File: config.mk
export PLATFORM = sky130hd
export DESIGN_NAME = nfh_host
export DESIGN_NICKNAME = d
export VERILOG_FILES = /design/src/nfh_pkg.sv /design/src/nfh_strobe.sv /design/src/nfh_host.sv
export VERILOG_INCLUDE_DIRS = /design/src
export SDC_FILE = /design/constraint.sdc
export NUM_CORES = 1
export LEC_CHECK = 0
export CAP_MARGIN = 40
export CORE_MARGIN = 5
export CORE_UTILIZATION = 25
export CTS_BUF_LIST = sky130_fd_sc_hd__clkbuf_4 sky130_fd_sc_hd__clkbuf_8
export CTS_CLUSTER_SIZE = 12
export DETAILED_ROUTE_END_ITERATION = 16
export DONT_BUFFER_PORTS = 1
export MAX_ROUTING_LAYER = met4
export PLACE_DENSITY = 0.41
export SETUP_SLACK_MARGIN = 0.5
export SYNTH_ARGS = -nofsm -noshare
export SYNTH_HDL_FRONTEND = slang
export SYNTH_SLANG_ARGS = --single-unit
export TNS_END_PERCENT = 100
File: constraint.sdc
create_clock -name i_clk -period 2.6 [get_ports i_clk]
set_input_delay 0.52 -clock i_clk [delete_from_list [all_inputs] [get_ports i_clk]]
set_output_delay 0.52 -clock i_clk [all_outputs]
set_load 0.05 [all_outputs]
File: src/nfh_cfg.svh
`ifndef NFH_CFG_SVH
`define NFH_CFG_SVH

// ==========================================================
// Command codes
`define NFH_CMD_READ_MAIN0   8'h00
`define NFH_CMD_READ_MAIN1   8'h01
`define NFH_CMD_READ_SPARE   8'h50
`define NFH_CMD_READ_ID      8'h90
`define NFH_CMD_RESET        8'hff
`define NFH_CMD_PROG_SETUP   8'h80
`define NFH_CMD_PROG_CONFIRM 8'h10
`define NFH_CMD_COPY_MOVE    8'h8a
`define NFH_CMD_ERASE_SETUP  8'h60
`define NFH_CMD_ERASE_CONF   8'hd0
`define NFH_CMD_STATUS       8'h70

// ==========================================================
// Address layout
`define NFH_ADDR_BYTES       3'd4
`define NFH_ADDR_TOP_MASK    8'h03

// ==========================================================
// Bus timing (ns, then cycles at 10 ns)
`define NFH_CLK_NS           10
`define NFH_STROBE_LOW_NS    30
`define NFH_STROBE_HIGH_NS   20
`define NFH_STROBE_LOW_CYC   ((`NFH_STROBE_LOW_NS + `NFH_CLK_NS - 1) / `NFH_CLK_NS)
`define NFH_STROBE_HIGH_CYC  ((`NFH_STROBE_HIGH_NS + `NFH_CLK_NS - 1) / `NFH_CLK_NS)

`endif

File: src/nfh_pkg.sv
`default_nettype none
package nfh_pkg;

	// Kind of one bus cycle
	typedef enum logic [1:0] {
		NFH_CYC_CMD  = 2'b00,
		NFH_CYC_ADDR = 2'b01,
		NFH_CYC_DIN  = 2'b10,
		NFH_CYC_DOUT = 2'b11
	} nfh_cyc_t;

	// Strobe engine phases
	typedef enum logic [1:0] {
		NFH_PH_IDLE = 2'b00,
		NFH_PH_LOW  = 2'b01,
		NFH_PH_HIGH = 2'b10
	} nfh_phase_t;

endpackage : nfh_pkg
`default_nettype wire

File: src/nfh_strobe.sv
`timescale 1ns/10ps
`default_nettype none
`include "nfh_cfg.svh"

// Generates one write or read strobe pulse, low then high, with fixed widths.
module nfh_strobe
	import nfh_pkg::*;
(
	// Clock and reset
	input  wire logic  i_clk,
	input  wire logic  i_rst_b,
	// Control
	input  wire logic  i_start,
	input  wire logic  i_is_read,
	// Strobes and status
	output logic       o_we_n,
	output logic       o_re_n,
	output logic       o_sample,
	output logic       o_done
);

	nfh_phase_t   ph_r;
	logic [3:0]   cnt_r;
	logic         rd_r;

	// ==========================================================
	// Phase sequencer
	always_ff @(posedge i_clk or negedge i_rst_b) begin
		if (!i_rst_b) begin
			ph_r  <= NFH_PH_IDLE;
			cnt_r <= 4'h0;
			rd_r  <= 1'b0;
		end else begin
			case (ph_r)
				NFH_PH_IDLE: begin
					if (i_start) begin
						ph_r  <= NFH_PH_LOW;
						rd_r  <= i_is_read;
						cnt_r <= 4'(`NFH_STROBE_LOW_CYC - 1);
					end
				end
				NFH_PH_LOW: begin
					if (cnt_r == 4'h0) begin
						ph_r  <= NFH_PH_HIGH;
						cnt_r <= 4'(`NFH_STROBE_HIGH_CYC - 1);
					end else begin
						cnt_r <= cnt_r - 4'h1;
					end
				end
				NFH_PH_HIGH: begin
					if (cnt_r == 4'h0)
						ph_r <= NFH_PH_IDLE;
					else
						cnt_r <= cnt_r - 4'h1;
				end
				default: ph_r <= NFH_PH_IDLE;
			endcase
		end
	end

	// Only one strobe ever moves per cycle, the other stays high
	always_comb begin
		o_we_n = !(ph_r == NFH_PH_LOW && !rd_r);
		o_re_n = !(ph_r == NFH_PH_LOW && rd_r);
	end

	// Read data is taken at the end of the low phase, just before rising
	assign o_sample = (ph_r == NFH_PH_LOW) && rd_r && (cnt_r == 4'h0);
	assign o_done   = (ph_r == NFH_PH_HIGH) && (cnt_r == 4'h0);

endmodule : nfh_strobe
`default_nettype wire

File: src/nfh_host.sv
// Contract
// Device latches on write strobe rise
// Command latch high only for commands
// Address latch high only for addresses
// Device floats bus when deselected; the flash model always drives o_io and the testbench muxes the bus on o_io_oe
// Read strobe falls advance column
// Write protect low blocks program/erase
// Ready/busy open drain, low busy
// Four x8 address bytes, top masked
// Half-page bit from read command
// x16 upper lines low in address
// Read commands 00h/01h, 50h, 90h
// Ordered multi-byte command sequences
// Busy accepts only FFh, 70h
// Cycle kind by latch enables
// Data out with latches low, WE high
// Commands on low eight lines only
// Device drops out-of-range address bits
// Wait ready before other commands
`timescale 1ns/10ps
`default_nettype none
`include "nfh_cfg.svh"

module nfh_host
	import nfh_pkg::*;
#(
	parameter int IO_W = 8
) (
	// Clock and reset
	input  wire logic            i_clk,
	input  wire logic            i_rst_b,
	// User request
	input  wire logic            i_req_valid,
	input  wire logic [1:0]      i_req_kind,
	input  wire logic [IO_W-1:0] i_req_data,
	input  wire logic            i_req_wp_ok,
	output logic                 o_req_ready,
	output logic                 o_req_refused,
	// User read data and status
	output logic [IO_W-1:0]      o_rd_data,
	output logic                 o_rd_valid,
	output logic                 o_busy,
	output logic                 o_half_page_select_bit,
	// Flash pins
	output logic                 o_ce_n,
	output logic                 o_cle,
	output logic                 o_ale,
	output logic                 o_we_n,
	output logic                 o_read_strobe_n,
	output logic                 o_wp_n,
	input  wire logic            i_rb,
	input  wire logic [IO_W-1:0] i_io,
	output logic [IO_W-1:0]      o_io,
	output logic                 o_io_oe
);

	logic            rb_s1_r;
	logic            rb_s2_r;
	logic [IO_W-1:0] io_s1_r;
	logic [IO_W-1:0] io_s2_r;
	logic            act_r;
	nfh_cyc_t        kind_r;
	logic [IO_W-1:0] out_r;
	logic            refuse;
	logic            start;
	logic            st_we_n;
	logic            st_re_n;
	logic            st_sample;
	logic            st_done;
	logic [2:0]      addr_cnt_r;
	logic [IO_W-1:0] cmd_val;

	// ==========================================================
	// Pin synchronisers
	always_ff @(posedge i_clk or negedge i_rst_b) begin
		if (!i_rst_b) begin
			// Pulled-up idle level, else a false busy follows reset
			rb_s1_r <= 1'b1;
			rb_s2_r <= 1'b1;
			io_s1_r <= '0;
			io_s2_r <= '0;
		end else begin
			rb_s1_r <= i_rb;
			rb_s2_r <= rb_s1_r;
			io_s1_r <= i_io;
			io_s2_r <= io_s1_r;
		end
	end

	// wired-or busy
	assign o_busy = !rb_s2_r;

	// Low byte of a request, upper lines forced low
	function automatic logic [IO_W-1:0] low_only(input logic [IO_W-1:0] d);
		low_only      = '0;
		low_only[7:0] = d[7:0];
	endfunction

	// ==========================================================
	// Request acceptance
	// ready wait
	// busy filter
	always_comb begin
		cmd_val = low_only(i_req_data);
		refuse  = 1'b0;
		if (nfh_cyc_t'(i_req_kind) == NFH_CYC_CMD && o_busy &&
		    cmd_val[7:0] != `NFH_CMD_RESET && cmd_val[7:0] != `NFH_CMD_STATUS)
			refuse = 1'b1;
		// protect guard
		if (nfh_cyc_t'(i_req_kind) == NFH_CYC_CMD && !i_req_wp_ok &&
		    (cmd_val[7:0] == `NFH_CMD_PROG_SETUP || cmd_val[7:0] == `NFH_CMD_ERASE_SETUP))
			refuse = 1'b1;
	end

	assign o_req_ready = !act_r;
	assign start       = i_req_valid && !act_r && !refuse;

	always_ff @(posedge i_clk or negedge i_rst_b) begin
		if (!i_rst_b)
			o_req_refused <= 1'b0;
		else
			o_req_refused <= i_req_valid && !act_r && refuse;
	end

	// ==========================================================
	// Cycle state and driven bus value
	always_ff @(posedge i_clk or negedge i_rst_b) begin
		if (!i_rst_b) begin
			act_r  <= 1'b0;
			kind_r <= NFH_CYC_CMD;
			out_r  <= '0;
		end else if (start) begin
			act_r  <= 1'b1;
			kind_r <= nfh_cyc_t'(i_req_kind);
			case (nfh_cyc_t'(i_req_kind))
				// command low lines
				NFH_CYC_CMD: out_r <= cmd_val;
				// top byte masked
				// upper lines low
				NFH_CYC_ADDR: begin
					if (addr_cnt_r == `NFH_ADDR_BYTES - 3'd1)
						out_r <= low_only(i_req_data) & IO_W'(`NFH_ADDR_TOP_MASK);
					else
						out_r <= low_only(i_req_data);
				end
				NFH_CYC_DIN: out_r <= i_req_data;
				default:     out_r <= '0;
			endcase
		end else if (st_done) begin
			act_r <= 1'b0;
		end
	end

	// Address byte counter restarts at every command
	always_ff @(posedge i_clk or negedge i_rst_b) begin
		if (!i_rst_b)
			addr_cnt_r <= 3'd0;
		else if (start && nfh_cyc_t'(i_req_kind) == NFH_CYC_CMD)
			addr_cnt_r <= 3'd0;
		else if (start && nfh_cyc_t'(i_req_kind) == NFH_CYC_ADDR &&
		         addr_cnt_r != `NFH_ADDR_BYTES - 3'd1)
			addr_cnt_r <= addr_cnt_r + 3'd1;
	end

	// half select tracking
	// read command decode
	always_ff @(posedge i_clk or negedge i_rst_b) begin
		if (!i_rst_b)
			o_half_page_select_bit <= 1'b0;
		else if (start && nfh_cyc_t'(i_req_kind) == NFH_CYC_CMD) begin
			if (cmd_val[7:0] == `NFH_CMD_READ_MAIN1)
				o_half_page_select_bit <= 1'b1;
			else if (cmd_val[7:0] == `NFH_CMD_READ_MAIN0)
				o_half_page_select_bit <= 1'b0;
		end
	end

	// ==========================================================
	// Strobe engine
	// latch on rise
	nfh_strobe u_strobe (
		.i_clk     (i_clk),
		.i_rst_b   (i_rst_b),
		.i_start   (start),
		.i_is_read (nfh_cyc_t'(i_req_kind) == NFH_CYC_DOUT),
		.o_we_n    (st_we_n),
		.o_re_n    (st_re_n),
		.o_sample  (st_sample),
		.o_done    (st_done)
	);

	// cycle classification
	// command latch
	// address latch
	// read with latches low
	always_comb begin
		o_ce_n          = !act_r;
		o_cle           = act_r && kind_r == NFH_CYC_CMD;
		o_ale           = act_r && kind_r == NFH_CYC_ADDR;
		o_we_n          = st_we_n;
		o_read_strobe_n = st_re_n;
		o_io_oe         = act_r && kind_r != NFH_CYC_DOUT;
	end

	assign o_io = out_r;

	// write protect pin
	always_ff @(posedge i_clk or negedge i_rst_b) begin
		if (!i_rst_b)
			o_wp_n <= 1'b0;
		else
			o_wp_n <= i_req_wp_ok;
	end

	// ==========================================================
	// Read capture
	// one word per strobe
	// Sync delay of two cycles is covered by the strobe low width
	always_ff @(posedge i_clk or negedge i_rst_b) begin
		if (!i_rst_b) begin
			o_rd_data  <= '0;
			o_rd_valid <= 1'b0;
		end else begin
			o_rd_valid <= st_sample;
			if (st_sample)
				o_rd_data <= io_s2_r;
		end
	end

	// ==========================================================
	// Checks
	a_cle_ale_excl: assert property (@(posedge i_clk) disable iff (!i_rst_b)
		!(o_cle && o_ale)) else $error("cle and ale both high");
	a_we_only_write: assert property (@(posedge i_clk) disable iff (!i_rst_b)
		!o_we_n |-> (o_io_oe && !o_ce_n && o_read_strobe_n)) else $error("bad write");
	a_re_no_latch: assert property (@(posedge i_clk) disable iff (!i_rst_b)
		!o_read_strobe_n |-> (!o_cle && !o_ale && o_we_n && !o_io_oe))
		else $error("bad read");
	a_busy_filter: assert property (@(posedge i_clk) disable iff (!i_rst_b)
		(start && o_busy && i_req_kind == 2'b00) |->
		(i_req_data[7:0] == 8'hff || i_req_data[7:0] == 8'h70))
		else $error("command while busy");
	a_refuse_flag: assert property (@(posedge i_clk) disable iff (!i_rst_b)
		(i_req_valid && !act_r && refuse) |=> o_req_refused)
		else $error("refusal not flagged");
	a_cmd_upper_low: assert property (@(posedge i_clk) disable iff (!i_rst_b)
		(o_cle || o_ale) |-> (o_io >> 8) == '0) else $error("upper lines set");
	a_half_select: assert property (@(posedge i_clk) disable iff (!i_rst_b)
		(start && i_req_kind == 2'b00 && i_req_data[7:0] == 8'h01)
		|=> o_half_page_select_bit) else $error("half select missed");
	a_strobe_done: assert property (@(posedge i_clk) disable iff (!i_rst_b)
		start |-> ##[1:8] st_done) else $error("strobe never ends");

endmodule : nfh_host
`default_nettype wire

== Word level (Yosys, flattened, before mapping) ==
Index checks and enable logic that the tools add are counted.

* Register bits: 51
* Bits in latches: 0
* Bits in writable memories: 0
* ROM bits: 0
* Input bits: 23
* Output and inout bits: 28
* Word-level logic and storage cells: 94
* Memories: 0

* Add/sub/neg operators: 2
* $mul: 0
* Div/mod/pow operators: 0
* Magnitude comparators: 0
* Equal/unequal tests: 18
* Shifts and indexed selects: 0
* Multiplexer cells: 18
* Bitwise logic cells: 0
* Reductions and logical operators: 40

{| class="wikitable"
|+ Operator list
! cell !! number
|-
| 1-bit logical AND || 18
|-
| 8-bit one-hot mux with 2 select lines || 1
|-
| 4-bit 2-to-1 mux || 3
|-
| 4-bit one-hot mux with 3 select lines || 1
|-
| 8-bit by 1-bit == test with 1-bit output, second input constant || 1
|-
| 8-bit by 7-bit == test with 1-bit output, second input constant || 1
|-
| 8-bit == test, second input constant || 1
|-
| 8-bit zero test || 1
|-
| 8-bit 2-to-1 mux || 1
|-
| 8-bit by 7-bit inequality test with 1-bit output, second input constant || 1
|-
| 8-bit inequality test, second input constant || 1
|-
| 1-bit zero test || 7
|-
| 2-bit by 1-bit == test with 1-bit output, second input constant || 3
|-
| 2-bit == test, second input constant || 3
|-
| 2-bit zero test || 3
|-
| 1-bit 2-to-1 mux || 6
|-
| 2-bit 2-to-1 mux || 3
|-
| 3-bit 2-to-1 mux || 2
|-
| 2-bit inequality test, second input constant || 3
|-
| 2-bit one-hot mux with 3 select lines || 1
|-
| 3-bit AND reduction || 2
|-
| 2-bit nonzero test || 3
|-
| 4-bit zero test || 1
|-
| 2-bit by 1-bit inequality test with 1-bit output, second input constant || 2
|-
| 8 further kinds || 9
|}

== Depth between registers and ports, before layout ==
* Word-level depth: 12
* Gate-level depth with buffers: 9
* Gate-level depth less buffers: 8

== By module ==
A second synthesis with hierarchy kept.

* Cells, all modules: 163
* Area total of the unflattened synthesis: 2,178.3 um2

{| class="wikitable"
|+ By module, submodules not included
! module !! times used !! cells each !! area an instance (um2) !! sequential area each (um2)
|-
| nfh_host || 1 || 111 || 1,635.3 || 1,103.6
|-
| nfh_strobe || 1 || 52 || 543.0 || 175.2
|}

== Worst setup path before layout ==
OpenSTA, ideal clock, no wires.

* Path kind: reg-to-output
* Start: reg act_r
* End: out o_ale
* Data arrival time: 1.807 ns
* Required time: 2.080 ns
* Path slack: 0.273 ns
* Cell stages (with the launch flop): 3
* Path buffers: 0
* Path through: dfrtp_1 -> inv_1 -> nor3b_1

* Longest elaborated chain between the ends: 1

{| class="wikitable"
|+ RTL lines
! element !! RTL line !! source
|-
| start, declared || nfh_host.sv:61 || <nowiki>logic act_r;</nowiki>
|-
| start signal, assigned || nfh_host.sv:129 || <nowiki>act_r <= 1'b0;</nowiki>
|-
| start signal, assigned || nfh_host.sv:133 || <nowiki>act_r <= 1'b1;</nowiki>
|-
| start signal, assigned || nfh_host.sv:150 || <nowiki>act_r <= 1'b0;</nowiki>
|-
| 1-bit logical AND || nfh_host.sv:199 || <nowiki>o_ale = act_r && kind_r == NFH_CYC_ADDR;</nowiki>
|-
| end, declared || nfh_host.sv:47 || <nowiki>output logic o_ale,</nowiki>
|}

No other way between the ends.

== Final worst setup path ==
* Start: in i_req_data[2]
* End: reg o_half_page_select_bit

* Longest elaborated chain between the ends: 9
* Elaborated cells on any way between the ends: 18
* Classes of those cells: 5 x eq/ne; 3 x mux; 10 x reduce/logical

{| class="wikitable"
|+ RTL lines
! element !! RTL line !! source
|-
| start, declared || nfh_host.sv:35 || <nowiki>input wire logic [IO_W-1:0] i_req_data,</nowiki>
|-
| 8-bit inequality test (no line) || - ||
|-
| 1-bit logical AND (no line) (2 in series) || - ||
|-
| 1-bit 2-to-1 mux || nfh_host.sv:106 || <nowiki>if (nfh_cyc_t'(i_req_kind) == NFH_CYC_CMD && o_busy &&</nowiki>
|-
| 1-bit 2-to-1 mux || nfh_host.sv:110 || <nowiki>if (nfh_cyc_t'(i_req_kind) == NFH_CYC_CMD && !i_req_wp_ok &&</nowiki>
|-
| 1-bit zero test || nfh_host.sv:116 || <nowiki>assign start = i_req_valid && !act_r && !refuse;</nowiki>
|-
| 1-bit logical AND || nfh_host.sv:116 ||
|-
| 1-bit logical AND || nfh_host.sv:170 || <nowiki>else if (start && nfh_cyc_t'(i_req_kind) == NFH_CYC_CMD) begin</nowiki>
|-
| 2-bit AND reduction (no line) || - ||
|-
| end signal, assigned || nfh_host.sv:169 || <nowiki>o_half_page_select_bit <= 1'b0;</nowiki>
|-
| end signal, assigned || nfh_host.sv:172 || <nowiki>o_half_page_select_bit <= 1'b1;</nowiki>
|-
| end signal, assigned || nfh_host.sv:174 || <nowiki>o_half_page_select_bit <= 1'b0;</nowiki>
|-
| end, declared || nfh_host.sv:43 || <nowiki>output logic o_half_page_select_bit,</nowiki>
|}

Parallel ways exist; a longest one is shown, timed or not.
A chain may end at the register's enable or synchronous reset.

==> out/results.txt <==
Largest net degree at the start of global routing - 50
Count of cell types in the netlist - 35
Wire per inst - 15.09 µm
Crit path max fanout - 15
Total GRT Usage - 0.09882
Critical path startpoint - i_req_data[2]
MaxCap Viol Count - 0
Row Count - 33
Register share of total power - 0.614
CP endpoint kind - flip-flop
Slew @ Worst Pin - 0.5174 ns
Placed inst area - 2305 µm²
CTS HTree Levels - 2
Initial DRT Pass Iterations - 4
DR vias - 1397
Logic pwr share - 0.028
PortBufs - 0
Sequential cell area - 1279 µm²
Initial Util - 0.2571
Share of cells above drive strength 1 - 0.2111
Fillers - 884
Switching Power - 0.0003112 W
Max Clock Freq - 0.4891 GHz
Root Buffer - clkbuf_8
Reg clk slew, reported paths - 0.10 ns
Yosys top cell by area - dfrtp_1
Buffer levels on the longest clock path - 2
Clock sinks - 51
Setup violators final - 0
Worst Path Required - 2.79 ns
EDFF count, synth - 0
Total Neg Setup Slack - 0 ns
Critical R2R Launch - u_strobe.cnt_r[0]
Most frequent cells in the layout - dfrtp_1 (49), nand2_1 (27), o21ai_0 (15)
Switching share of power - 0.2345
Slew headroom - 0.6551
Post-layout net count - 230
Syn nets - 220
Fraction of registers with async set/reset - 1.000
Post-Synthesis Cell Area - 2123 µm²
Core area - 8258 µm²
Grt total ovfl - 0
Gate count of the mapped netlist - 188
Final WL - 4586 µm
Number of global-route vias before repair - 1358
Yosys reg bits - 51
Fin area - 2451 µm²
Drc violations - 0
Drt via density - 4.595
Period utilization - 0.7864
Status - complete, no violations
Crit path time final - 2.045 ns
Share of the yosys chip area belonging to registers - 0.6022
Commonest register cell after synthesis - dfrtp_1
GPL Wtd Cong - 0.7442
Worst skew pair latency - 0.31 ns
Die footprint - 10440 µm²
Mapped Avg Cell Area - 11.29 µm²
Area Overhead vs Synth - 15.44%
CTS buffer count - 5
Cell-internal power - 0.001016 W
Most common cell after layout, fill and taps aside - dfrtp_1
Dominant cells by area after synthesis - dfrtp_1 (58%), mux2_2 (6.4%), ha_1 (5.3%)
Top-Level Pins - 51
RSZ-0062 raised after global routing - true
Worst Hold Class - in -> async
Die Height - 102.2 µm
Synthesis Warnings - 0
Crit start category - input port
Arrival time at the worst endpoint - 2.24 ns
Worst Skew - 0.01101 ns
Synth top area share - 0.5775
Peak VDD IR - 237.2 µV
Die Width - 102.2 µm
Drt first-iter violations - 89
Clock network power share - 0.357
Routed Antenna Nets - 0
Leak - 1.119 nW
Fin util - 0.2968
Initial antenna violation count - 0
HPWL Detailed - 3304 µm
Area used by multi-input combinational logic - 813.3 µm²
CTS tree - done
Max-slew violation count - 0
Antenna cells - 0
First-pass GRT wire length - 7534 µm
Cell Pwr Density - 541.4 nW/µm²
Setup CP Type - in -> reg
Final hold viol count - 0
[through the flow]
| step | total power (W) | worst slack (ns) | hold WS [ns] | std cells |
|---|---|---|---|---|
| global placement | 0.0008498 | 0.2594 | 0.2255 | 295 |
| CTS | 0.001358 | 0.5247 | 0.03271 | 304 |
| global route | 0.001398 | 0.4944 | 0.02220 | 304 |
| detailed placement | 0.0008500 | 0.2186 | 0.2254 | 295 |
| finish | 0.001327 | 0.5553 | 0.04513 | 304 |
| floorplan | 0.0008479 | 0.4623 | 0.2244 | 188 |
[cells by family (layout without fill, tap and decap cells)]
| kind of cell | count (synthesis) | count (layout) | synth area share |
|---|---|---|---|
| fa+ha+maj | 9 | 9 | 0.05304 |
| buf+inv | 18 | 29 | 0.03771 |
| flops | 51 | 51 | 0.6022 |
| compound gates | 36 | 36 | 0.1019 |
| mux | 12 | 12 | 0.06364 |
| simple gates | 62 | 62 | 0.1414 |
[what timing repair did]
action                     CTS  global route
hold buffers                 1             0
buffers inserted             0             0
hold endpoints to repair    49             0
setup endpoints to repair    2             9
resized for setup            2             4
[power groups by stage]
stage               combinational [W]  sequential, W  clock [W]
CTS                         0.0000396       0.000815   0.000503
floorplan                   0.0000180       0.000830          0
global route                0.0000446       0.000817   0.000537
detailed placement          0.0000190       0.000831          0
global placement            0.0000193       0.000831          0
finish                      0.0000378       0.000815   0.000474
[path summary, 6_finish.rpt]
path                                     endpoint  slack, ns  depth (start not counted)
min                                    io_s1_r[2]       0.05                          1
min reg2reg                            io_s2_r[3]       0.36                          0
min in group i_clk                        rb_s1_r       0.21                          0
max reg2reg                     u_strobe.cnt_r[3]       0.64                          8
max                        o_half_page_select_bit       0.56                          7
max in group asynchronous           addr_cnt_r[2]       2.33                          1
[synth_stat cells (2+ instances only)]
cell	n
a31oi_1	2
nor3_1	5
ha_1	9
inv_1	11
clkbuf_1	4
nand3_1	8
mux2_2	12
dfstp_2	2
a21oi_1	8
nand2_1	27
a211oi_1	2
or4_1	3
o21ai_0	15
a21o_1	2
nor2_1	6
nand2b_1	4
dfrtp_1	49
o32ai_1	2
[routing by layer]
metal / wire length, µm / global-route usage / vias up
met2: 2096 / 0.1384 / 39
met1: 2186 / 0.1366 / 681
li1: - / - / 672
met4: 89 / 0.04238 / 0
met5: 0 / - / -
met3: 213 / 0.02253 / 5
[state kept, by name, indices dropped and copies added (netlist names), 2 cells and up]
name            count
io_s1_r             8
io_s2_r             8
o_io                8
o_rd_data           8
u_strobe.cnt_r      4
addr_cnt_r          3
kind_r              2
u_strobe.ph_r       2
[layout make-up]
| class | count | share of cell area |
|---|---|---|
| inverters | 11 | 0.01685 |
| repair buffers | 10 | 0.03880 |
| well taps | 105 | 0.05360 |
| clock inverters | 3 | 0.009188 |
| multi-input cells | 119 | 0.3318 |
| clock buffers | 5 | 0.02808 |
| flip-flops and latches | 51 | 0.5217 |
[worst max-delay path, stage by stage]
cell and delay (ns):
or3_1 0.41, o32a_1 0.37, o21ai_2 0.21, nand2_4 0.16, buf_4 0.20, nor2_4 0.08
mux2_4 0.29
Power figures use the tool's default switching activity.
